$ cat config.mk
export PLATFORM = sky130hd
export DESIGN_NAME = pmc_mode_ctrl
export DESIGN_NICKNAME = d
export VERILOG_FILES = /design/src/core/pmc_pkg.sv /design/src/core/pmc_acc_if.sv /design/src/core/pmc_addr_dec.sv /design/src/core/pmc_mode_ctrl.sv
export SDC_FILE = /design/constraint.sdc
export NUM_CORES = 1
export LEC_CHECK = 0
export ABC_AREA = 1
export BUFFER_PORTS_ARGS = -buffer_cell sky130_fd_sc_hd__buf_2
export CAP_MARGIN = 20
export CORE_MARGIN = 4
export CORE_UTILIZATION = 40
export CTS_CLUSTER_SIZE = 14
export DETAILED_ROUTE_END_ITERATION = 10
export REMOVE_ABC_BUFFERS = 1
export SKIP_CTS_REPAIR_TIMING = 1
export SKIP_LAST_GASP = 1
export SYNTH_ARGS = -nofsm -noshare
export SYNTH_HDL_FRONTEND = slang
export SYNTH_SLANG_ARGS = --single-unit
$ cat constraint.sdc
create_clock -name ref_clk -period 2.3 [get_ports ref_clk]
set_input_delay 0.23 -clock ref_clk [delete_from_list [all_inputs] [get_ports ref_clk]]
set_output_delay 0.23 -clock ref_clk [all_outputs]
set_load 0.01 [all_outputs]
$ cat src/core/pmc_pkg.sv
// shared constants and types for the privilege and mode controller
package pmc_pkg;

  // ----------------------------------------------------------------
  // reset values and control fields
  // ----------------------------------------------------------------
  localparam int          NEST_W    = 4;
  localparam logic [3:0]  NEST_MAX  = 4'hF;
  localparam logic [3:0]  NEST_ONE  = 4'h1;
  localparam logic [31:0] SP_RST    = 32'h0000_0000;
  localparam logic        USER_RST  = 1'b0;
  localparam logic        SPSEL_RST = 1'b0;
  localparam int          USER_BIT  = 0;
  localparam int          SPSEL_BIT = 1;

  // ----------------------------------------------------------------
  // instruction length decode: top five bits of the first halfword
  // ----------------------------------------------------------------
  localparam int          LEN_HI    = 15;
  localparam int          LEN_LO    = 11;
  localparam logic [4:0]  LEN32_MIN = 5'h1D;

  // ----------------------------------------------------------------
  // address map: top three bits pick a 512 MB region of the 4 GB space
  // ----------------------------------------------------------------
  localparam int          RGN_HI    = 31;
  localparam int          RGN_LO    = 29;
  localparam logic [2:0]  RGN_CODE  = 3'h0;
  localparam logic [2:0]  RGN_SRAM  = 3'h1;
  localparam logic [2:0]  RGN_PERI  = 3'h2;
  localparam logic [2:0]  RGN_XRAM0 = 3'h3;
  localparam logic [2:0]  RGN_XRAM1 = 3'h4;
  localparam logic [2:0]  RGN_SYS   = 3'h7;

  // ----------------------------------------------------------------
  // bit-band alias windows and the fields of an alias address
  // ----------------------------------------------------------------
  localparam int          BB_TAG_HI  = 31;
  localparam int          BB_TAG_LO  = 25;
  localparam logic [6:0]  BB_TAG_RAM = 7'h11;
  localparam logic [6:0]  BB_TAG_PER = 7'h21;
  localparam int          BB_BASE_LO = 28;
  localparam int          BB_OFS_HI  = 24;
  localparam int          BB_WORD_LO = 7;
  localparam int          BB_BIT_HI  = 6;
  localparam int          BB_BIT_LO  = 2;
  localparam logic [7:0]  BB_GAP     = 8'h00;

  // ----------------------------------------------------------------
  // states and fault causes
  // ----------------------------------------------------------------
  typedef enum logic [1:0] {
    PMC_PRIV_THREAD,
    PMC_USER_THREAD,
    PMC_PRIV_HANDLER
  } pmc_state_t;

  typedef enum logic [2:0] {
    PMC_FLT_NONE,
    PMC_FLT_ISET,
    PMC_FLT_INSTR,
    PMC_FLT_SREG,
    PMC_FLT_SYS
  } pmc_fault_t;

endpackage

$ cat src/core/pmc_acc_if.sv
// access request and decode result between the controller and its address decoder
`timescale 1ns/10ps
interface pmc_acc_if;
  logic [31:0] addr;
  logic [1:0]  size;
  logic        fetch;
  logic        user;
  logic [2:0]  rgn;
  logic        deny;
  logic        bb_hit;
  logic [31:0] bb_addr;
  logic [4:0]  bb_bit;
  logic        split;
  logic        is_data;

  modport dec  (input addr, size, fetch, user,
                output rgn, deny, bb_hit, bb_addr, bb_bit, split, is_data);
  modport core (output addr, size, fetch, user,
                input rgn, deny, bb_hit, bb_addr, bb_bit, split, is_data);
endinterface

$ cat src/core/pmc_addr_dec.sv
// address decoder: region, user denial, bit-band alias translation, word split
`timescale 1ns/10ps
module pmc_addr_dec (
  pmc_acc_if.dec acc
);

  // ----------------------------------------------------------------
  // region decode over the full 32-bit space
  // ----------------------------------------------------------------
  wire [6:0] bb_tag = acc.addr[pmc_pkg::BB_TAG_HI:pmc_pkg::BB_TAG_LO];
  wire [1:0] lane_mask = {acc.size[1], |acc.size};
  wire [2:0] last_lane = {1'b0, acc.addr[1:0]} + {1'b0, lane_mask};

  assign acc.rgn = acc.addr[pmc_pkg::RGN_HI:pmc_pkg::RGN_LO];
  // system space holds configuration and debug blocks, closed to user code
  assign acc.deny = acc.user && (acc.rgn == pmc_pkg::RGN_SYS);
  assign acc.is_data = (acc.rgn == pmc_pkg::RGN_SRAM) || (acc.rgn == pmc_pkg::RGN_XRAM0)
                    || (acc.rgn == pmc_pkg::RGN_XRAM1) || (acc.rgn == pmc_pkg::RGN_CODE);

  // ----------------------------------------------------------------
  // bit-band: one alias word per bit, mapped onto the owning word
  // ----------------------------------------------------------------
  assign acc.bb_hit = !acc.fetch
                   && ((bb_tag == pmc_pkg::BB_TAG_RAM) || (bb_tag == pmc_pkg::BB_TAG_PER));
  assign acc.bb_addr = {acc.addr[pmc_pkg::BB_TAG_HI:pmc_pkg::BB_BASE_LO], pmc_pkg::BB_GAP,
                        acc.addr[pmc_pkg::BB_OFS_HI:pmc_pkg::BB_WORD_LO], 2'h0};
  assign acc.bb_bit = acc.addr[pmc_pkg::BB_BIT_HI:pmc_pkg::BB_BIT_LO];

  // an access whose last byte lane passes lane 3 needs a second word beat
  assign acc.split = last_lane[2];

endmodule // pmc_addr_dec

$ cat src/core/pmc_mode_ctrl.sv
// privilege level, thread/handler mode, stack selection and access checking
`timescale 1ns/10ps
module pmc_mode_ctrl (
  input  wire logic        ref_clk,
  input  wire logic        rstn,
  input  wire logic        exc_entry,
  input  wire logic        exc_return,
  input  wire logic        ctrl_wr,
  input  wire logic [1:0]  ctrl_wdata,
  input  wire logic        sp_wr,
  input  wire logic        sp_which,
  input  wire logic [31:0] sp_wdata,
  input  wire logic        instr_valid,
  input  wire logic [15:0] instr_hw,
  input  wire logic        instr_restricted,
  input  wire logic        iset_clear,
  input  wire logic        acc_valid,
  input  wire logic [31:0] acc_addr,
  input  wire logic [1:0]  acc_size,
  input  wire logic        acc_fetch,
  output logic             priv_user,
  output logic             handler_mode,
  output logic             sp_process,
  output logic [31:0]      active_sp,
  output logic             instr_len32,
  output logic             fault,
  output logic [2:0]       fault_cause,
  output logic             ibus_req,
  output logic             dbus_req,
  output logic             sbus_req,
  output logic [31:0]      bus_addr,
  output logic             bb_op,
  output logic [4:0]       bb_bit,
  output logic             acc_split
);

  // ----------------------------------------------------------------
  // state
  // ----------------------------------------------------------------
  pmc_pkg::pmc_state_t state;
  pmc_pkg::pmc_state_t next_state;
  logic [3:0]          nest;
  logic                thr_user;
  logic                thr_spsel;
  logic [31:0]         main_stack_pointer;
  logic [31:0]         process_stack_pointer;

  pmc_acc_if acc ();

  pmc_addr_dec u_dec (
    .acc (acc.dec)
  );

  // ----------------------------------------------------------------
  // decode of the current level and mode
  // ----------------------------------------------------------------
  wire is_user    = (state == pmc_pkg::PMC_USER_THREAD);
  wire is_handler = (state == pmc_pkg::PMC_PRIV_HANDLER);

  assign acc.addr  = acc_addr;
  assign acc.size  = acc_size;
  assign acc.fetch = acc_fetch;
  assign acc.user  = is_user;

  // ----------------------------------------------------------------
  // fault detection, compact-set violation first
  // ----------------------------------------------------------------
  wire flt_iset  = iset_clear;
  wire flt_instr = is_user && instr_valid && instr_restricted;
  wire flt_sreg  = is_user && (ctrl_wr || sp_wr);
  wire flt_sys   = acc_valid && acc.deny;
  wire flt_any   = flt_iset || flt_instr || flt_sreg || flt_sys;

  wire pmc_pkg::pmc_fault_t next_cause =
      flt_iset  ? pmc_pkg::PMC_FLT_ISET  :
      flt_instr ? pmc_pkg::PMC_FLT_INSTR :
      flt_sreg  ? pmc_pkg::PMC_FLT_SREG  :
      flt_sys   ? pmc_pkg::PMC_FLT_SYS   : pmc_pkg::PMC_FLT_NONE;

  // ----------------------------------------------------------------
  // control and stack writes, privileged only
  // ----------------------------------------------------------------
  wire ctrl_ok = ctrl_wr && !is_user;
  wire sp_ok   = sp_wr && !is_user;

  wire next_thr_user = ctrl_ok ? ctrl_wdata[pmc_pkg::USER_BIT] : thr_user;
  // handler mode has no alternate stack, so the select bit is kept there
  wire next_thr_spsel = (ctrl_ok && !is_handler) ? ctrl_wdata[pmc_pkg::SPSEL_BIT] : thr_spsel;

  wire [31:0] sp_aligned = {sp_wdata[31:2], 2'h0};
  wire [31:0] next_main  = (sp_ok && !sp_which) ? sp_aligned : main_stack_pointer;
  wire [31:0] next_proc  = (sp_ok && sp_which) ? sp_aligned : process_stack_pointer;

  // ----------------------------------------------------------------
  // exception nesting; entry wins when entry and return coincide
  // ----------------------------------------------------------------
  wire nest_up   = exc_entry && (nest != pmc_pkg::NEST_MAX);
  wire nest_down = !exc_entry && exc_return && (nest != '0);
  wire [3:0] next_nest = nest_up   ? nest + pmc_pkg::NEST_ONE :
                         nest_down ? nest - pmc_pkg::NEST_ONE : nest;

  always_comb begin
    next_state = state;
    case (state)
      pmc_pkg::PMC_PRIV_HANDLER: begin
        if (next_nest == '0) begin
          next_state = next_thr_user ? pmc_pkg::PMC_USER_THREAD
                                     : pmc_pkg::PMC_PRIV_THREAD;
        end
      end
      default: begin
        if (exc_entry) begin
          next_state = pmc_pkg::PMC_PRIV_HANDLER;
        end else if (ctrl_ok) begin
          next_state = next_thr_user ? pmc_pkg::PMC_USER_THREAD
                                     : pmc_pkg::PMC_PRIV_THREAD;
        end
      end
    endcase
  end

  wire next_hdl      = (next_state == pmc_pkg::PMC_PRIV_HANDLER);
  wire next_use_proc = !next_hdl && next_thr_spsel;

  // ----------------------------------------------------------------
  // instruction length and bus routing
  // ----------------------------------------------------------------
  wire [4:0] hw_top   = instr_hw[pmc_pkg::LEN_HI:pmc_pkg::LEN_LO];
  wire       is_len32 = (hw_top >= pmc_pkg::LEN32_MIN);
  wire       acc_go   = acc_valid && !acc.deny;
  wire       go_ibus  = acc_go && acc_fetch;
  wire       go_dbus  = acc_go && !acc_fetch && acc.is_data;
  wire       go_sbus  = acc_go && !acc_fetch && !acc.is_data;
  wire       go_bb    = acc_go && acc.bb_hit;
  wire [31:0] next_bus_addr = acc.bb_hit ? acc.bb_addr : acc_addr;

  // ----------------------------------------------------------------
  // registers
  // ----------------------------------------------------------------
  always_ff @(posedge ref_clk or negedge rstn) begin
    if (!rstn) begin
      state <= pmc_pkg::PMC_PRIV_THREAD;
      nest  <= '0;
      thr_user  <= pmc_pkg::USER_RST;
      thr_spsel <= pmc_pkg::SPSEL_RST;
      main_stack_pointer    <= pmc_pkg::SP_RST;
      process_stack_pointer <= pmc_pkg::SP_RST;
    end else begin
      state <= next_state;
      nest  <= next_nest;
      thr_user  <= next_thr_user;
      thr_spsel <= next_thr_spsel;
      main_stack_pointer    <= next_main;
      process_stack_pointer <= next_proc;
    end
  end

  always_ff @(posedge ref_clk or negedge rstn) begin
    if (!rstn) begin
      priv_user    <= 1'b0;
      handler_mode <= 1'b0;
      sp_process   <= 1'b0;
      active_sp    <= pmc_pkg::SP_RST;
    end else begin
      priv_user    <= (next_state == pmc_pkg::PMC_USER_THREAD);
      handler_mode <= next_hdl;
      sp_process   <= next_use_proc;
      active_sp    <= next_use_proc ? next_proc : next_main;
    end
  end

  always_ff @(posedge ref_clk or negedge rstn) begin
    if (!rstn) begin
      instr_len32 <= 1'b0;
      fault       <= 1'b0;
      fault_cause <= pmc_pkg::PMC_FLT_NONE;
    end else begin
      instr_len32 <= instr_valid && is_len32;
      fault       <= flt_any;
      fault_cause <= next_cause;
    end
  end

  // separate request lines route each access to its own bus; with one access per cycle, fetch and data never overlap
  always_ff @(posedge ref_clk or negedge rstn) begin
    if (!rstn) begin
      ibus_req  <= 1'b0;
      dbus_req  <= 1'b0;
      sbus_req  <= 1'b0;
      bus_addr  <= '0;
      bb_op     <= 1'b0;
      bb_bit    <= '0;
      acc_split <= 1'b0;
    end else begin
      ibus_req  <= go_ibus;
      dbus_req  <= go_dbus;
      sbus_req  <= go_sbus;
      bus_addr  <= next_bus_addr;
      bb_op     <= go_bb;
      bb_bit    <= acc.bb_bit;
      acc_split <= acc_go && acc.split && !acc.bb_hit;
    end
  end

  wire [4:0] acc_bit_idx = acc_addr[pmc_pkg::BB_BIT_HI:pmc_pkg::BB_BIT_LO];
endmodule // pmc_mode_ctrl

**After elaboration in Yosys (flattened, before gate mapping)**

Cells that the tools add are included.

- Flip-flop bits (word level): 154
- Bits in latches: 0
- Memory bits (writable): 0
- Bits in read-only memories: 0
- Output and inout port bits: 82
- Word-level logic and storage cells: 97
- Memories kept: 0

- $add $sub $neg: 3
- Multipliers: 0
- Divide/modulo/power cells: 0
- Magnitude comparators: 1
- Eq/ne operators: 11
- Shift operators: 0
- Muxes and demuxes: 17
- Bitwise operators: 0
- Reductions and logical operators: 45

Operators with widths:

| operator | count |
|---|---|
| 32-bit 2-to-1 mux | 3 |
| 28-bit 2-to-1 mux | 1 |
| 1-bit logical AND | 24 |
| 3-bit 2-to-1 mux | 4 |
| 1-bit zero test | 9 |
| 1-bit logical OR | 8 |
| 2-bit 2-to-1 mux | 4 |
| 4-bit 2-to-1 mux | 2 |
| 7-bit by 5-bit == test with 1-bit output, second input constant | 1 |
| 7-bit by 6-bit == test with 1-bit output, second input constant | 1 |
| 3-bit == test, second input constant | 2 |
| 5-bit >= comparator, second input constant | 1 |
| 4-bit by 1-bit adder with 4-bit output, second input constant | 1 |
| 2-bit by 1-bit == test with 1-bit output, second input constant | 2 |
| 2-bit == test, second input constant | 2 |
| 4-bit zero test | 1 |
| 4-bit inequality test, second input constant | 1 |
| 4-bit nonzero test | 1 |
| 4-bit by 1-bit subtractor with 4-bit output, second input constant | 1 |
| 2-bit by 2-bit adder with 3-bit output | 1 |
| 3-bit by 1-bit == test with 1-bit output, second input constant | 1 |
| 3-bit by 2-bit == test with 1-bit output, second input constant | 1 |
| 3-bit zero test | 1 |
| 1-bit 2-to-1 mux | 3 |
| 2-bit OR reduction | 1 |

**Longest topological paths before layout**

- Depth in word-level cells: 12
- Mapped depth: 16
- Mapped depth without buffers: 15

**Hierarchy**

Synthesis repeated with hierarchy kept, for this count alone.

- Cell total of the unflattened synthesis: 689
- Area total of the unflattened synthesis: 6298.5 µm²

Modules (own cells, without submodules):

| module | times used | cells an instance | area an instance (µm²) |
|---|---|---|---|
| pmc_mode_ctrl | 1 | 632 | 5911.9 |
| pmc_addr_dec | 1 | 57 | 386.6 |

**Least setup slack after synthesis**

No wires, ideal clock.

- Path type: reg2reg
- From: reg nest[0]
- To: reg active_sp[23]
- Setup time: 0.117 ns
- Arrival time: 1.774 ns
- Data required time: 2.183 ns
- Path slack: 0.409 ns
- Cell stages (with the launch flop): 16
- Path buffers: 1
- Cell sequence: dfrtp_1 > inv_1 > ha_1 > nand3_2 > nand2_2 > nand2_1 > nand2_1 > nand2_1 > nand2_1 > nor2_2 > nand3_2 > nand2_1 > o21ai_4 > buf_6 > nand2_2 > nand2_1

- Cells in the longest elaborated chain, start to end: 11
- Elaborated cells between the ends (all ways): 15

RTL lines:

| what | line | RTL |
|---|---|---|
| start, declared | pmc_mode_ctrl.sv:42 | `logic [3:0] nest;` |
| start signal, assigned | pmc_mode_ctrl.sv:150 | `nest <= next_nest;` |
| branches (longest 3 deep; another with 4-bit by 1-bit subtractor with 4-bit output) | - |  |
| 4-bit 2-to-1 mux * | pmc_mode_ctrl.sv:99 | `wire [3:0] next_nest = nest_up ? nest + pmc_pkg::NEST_ONE :` |
| via next_nest[1] | pmc_mode_ctrl.sv:99 |  |
| 4-bit zero test * | pmc_mode_ctrl.sv:106 | `if (next_nest == '0) begin` |
| 2-bit 2-to-1 mux * | pmc_mode_ctrl.sv:106 |  |
| 2-bit 2-to-1 mux * | pmc_mode_ctrl.sv:104 | `case (state)` |
| 2-bit == test * | pmc_mode_ctrl.sv:122 | `wire next_hdl = (next_state == pmc_pkg::PMC_PRIV_HANDLER);` |
| 1-bit zero test * | pmc_mode_ctrl.sv:123 | `wire next_use_proc = !next_hdl && next_thr_spsel;` |
| 1-bit logical AND * | pmc_mode_ctrl.sv:123 |  |
| 32-bit 2-to-1 mux * | pmc_mode_ctrl.sv:168 | `active_sp <= next_use_proc ? next_proc : next_main;` |
| end signal, assigned | pmc_mode_ctrl.sv:163 | `active_sp <= pmc_pkg::SP_RST;` |
| end signal, assigned | pmc_mode_ctrl.sv:168 |  |
| end, declared | pmc_mode_ctrl.sv:24 | `output logic [31:0] active_sp,` |

Mark *: on every way through the listed nets, which the timed path passes.

**Worst setup path in the final report**

- From: reg nest[1]
- To: reg active_sp[11]

The elaborated chain is that of the path after synthesis.

==> impl_metrics.yaml <==
status:
  status: "finished clean"
sta:
  tightest_slew_ps: 545.2
  finClkSkew_ps: 6.859
  post-route-min-period_ps: 2146
  timing.fmax_mhz: 466.0
  setup_viol: 0
  maxSlewHeadroom_pct: 63.66
  timing.final.max_slew_violations: 0
  layout_setup_ws_ps: 154.3
  worst_hold_slack_ps: 30.09
  hold_viol: 0
  min_period_over_period_pct: 93.29
logic_synthesis:
  synthMuxAreaShare_pct: 0.3590
  yosysTopAreaCell: "dfrtp_1"
  synth_top_family_by_area: "simple AND/OR/NAND/NOR gates"
  ys_warn_count: 0
  synth_area_leaders: "dfrtp_1, nand2_1, o21ai_0, inv_1, nand3_1"
  synth_cell_types: 28
  ys_seq_area_share_pct: 65.03
  synthesis.instances: 611
  ys_seq_elements: 154
  syn_area_um2: 5926
  yosysTopAreaCellShare_pct: 65.03
  synth_simple_gate_area_share_pct: 19.38
  synth_xor_area_share_pct: 0.5701
  synth_compound_area_share_pct: 7.179
  syn_area_per_cell_um2: 9.698
  yosys.area_share.adder_pct: 0.6334
finish:
  design_area_um2: 7751
  final_nets: 893
  final_common_cell: "buf_2"
  layout-drive-gt1-share_pct: 29.07
  n_antenna_cell: 0
  utilization_pct: 53.33
  area_growth_pct: 30.81
  mostFrequentLayoutCells: "buf_2, nand2_1, dfrtp_1"
  final_cell_count_no_fill: 989
placed_design:
  place_ws_ps: 120.7
  dpl.cell_count: 941
  dpl_cell_area_um2: 6997
  dpl.hpwl_mm: 9.081
  numPortBuffers: 164
  gp_congestion: 0.8343
clock_tree:
  clk_path_buf_depth: 2
  numClockSinks: 154
  clk_transition_reported_paths_ps: 60
  h-tree-depth: 4
  tritoncts: "built"
  numCtsBuffers: 17
  insertion_delay_ps: 420
  clockRootBuffer: "clkbuf_16"
detailed_routing:
  drc: 0
  drt_iter0_markers: 280
  dr.pass1.iters: 4
  vias: 4688
  wl_per_cell_um: 14.30
  wirelength_mm: 14.14
  ant_nets: 0
  viasPerCell: 4.740
setup_path:
  critPathCaptureType: "register"
  crit_top_cell: "nand2_1"
  slowest_delay_ps: 400
  crit_required_ps: 2650
  criticalPathCategory: "reg2reg"
  path_max_fanout: 13
  crit_arrival_ps: 2490
  setup.worst_path.start_class: "register"
  slowest_stage: "dfrtp_1"
  timing.rr.start: "nest[1]$_DFF_PN0_"
  path_buf_inv: 3
  critPathTopFamily: "simple AND/OR/NAND/NOR gates"
  crit_chain: "inv_1 -> ha_2 -> nand3_2 -> nand2_2 -> nand2_1 -> nand2_1 -> nand2_1 -> nand2_1 -> nor2_2 -> nand3_2 -> nand2_2 -> o21ai_4 -> buf_12 -> buf_12 -> nand2_1 -> nand2_1"
  crit_start: "nest[1]$_DFF_PN0_"
floorplan:
  core-area_um2: 14530
  fp-row-count: 44
  dieHeight_um: 129.7
  io_pins: 178
  start_util_pct: 40.77
  die_w_um: 129.7
  dieArea_um2: 16830
global_route:
  grt_pass1_wl_mm: 22.56
  antenna_found_initial: 0
  grt_max_degree: 73
  overflow: 0
  grt_usage_pct: 17.17
  grt_pass1_vias: 4623
power:
  power_density_nw_per_um2: 1108
  irDropWorstVdd_mv: 0.5221
  leakagePower_nw: 4.215
job:
  max_cap_violations: 0
hold_path:
  hp-class: "in2reg"
  hp-start: "acc_addr[9]"
registers in the layout, summed over array words and instances (netlist names), 2 cells and up:
signal                 count
bb_bit                     5
main_stack_pointer        32
process_stack_pointer     32
active_sp                 32
bus_addr                  32
state                      2
fault_cause                3
nest                       4
logic make-up (layout without fill, tap and decap cells):
logic type,count (synthesis),count (layout)
AOI/OAI and AO/OA,82,82
xor gates and xnor gates,3,3
adders and majority gates,3,3
buffers and inverters,101,295
DFF,154,154
muxes,2,2
and+or+nand+nor,266,266
stage by stage:
step,TNS [ps],power (mW)
floorplan,-10220,4.791
global placement,0,5.814
detailed placement,0,5.891
CTS,0,8.486
global route,-28.62,9.127
finish,0,8.588
worst register-to-register path, cell delays in order (launching register included):
cell     delay (ps)
dfrtp_1         400
inv_1           110
ha_2            210
nand3_2         100
nand2_2         110
nand2_1          60
nand2_1          60
nand2_1          50
nand2_1         110
nor2_2           70
nand3_2          90
nand2_2          90
o21ai_4         180
buf_12          140
buf_12          140
nand2_1          70
nand2_1          80
synth_stat cells:
library cell / number
nand3_1: 41
buf_2: 3
nand2_1: 163
nand3b_1: 1
mux2i_1: 1
xor2_1: 2
mux2_2: 1
o21ai_4: 1
or4_1: 1
nand3_2: 3
nand4_2: 1
nand4_1: 2
a21oi_1: 11
nor2_1: 33
inv_1: 73
xor2_2: 1
nor3_1: 3
ha_1: 3
dfrtp_1: 154
o21ai_0: 69
nand2_2: 12
o2111ai_1: 1
nand2_4: 2
buf_6: 3
clkbuf_1: 21
nor2_2: 3
nor4_1: 1
inv_2: 1
power breakdown:
part           total [mW]  leakage, nW  internal (mW)  switching [mW]
Sequential           3.45         1.89           3.26           0.182
Combinational        2.58         2.06          0.974            1.61
Clock                2.56        0.266           1.53            1.03
final cells by class:
class | instances | area [um^2]
Tap cell | 184 | 230.2
Clock buffer | 22 | 464.2
Fill cell | 1314 | 6783
Clock inverter | 8 | 71.32
Sequential cell | 154 | 3855
Timing Repair Buffer | 191 | 1165
Multi-Input combinational cell | 356 | 1688
Inverter | 74 | 277.8
final timing paths:
path	slack, ps	to	depth (start not counted)
max in group asynchronous	1170	main_stack_pointer[15]$_DFF_PN0_	3
min in group asynchronous	340	active_sp[7]$_DFF_PN0_	2
setup / recovery	150	active_sp[11]$_DFF_PN0_	16
hold reg to reg	460	process_stack_pointer[0]$_DFF_PN0_	2
hold / removal	30	bus_addr[4]$_DFF_PN0_	3
setup reg to reg	150	active_sp[11]$_DFF_PN0_	16
layer usage:
metal	wire length, um	vias to the layer above	part of all wire, %	GRT usage [%]
li1	-	2273	-	-
met1	5840	2221	41	21.09
met2	6655	177	47	26.69
met3	1415	17	10	7.204
met4	229	0	1.6	7.518
met5	0	-	0	0
Power figures use the tool's default switching activity.
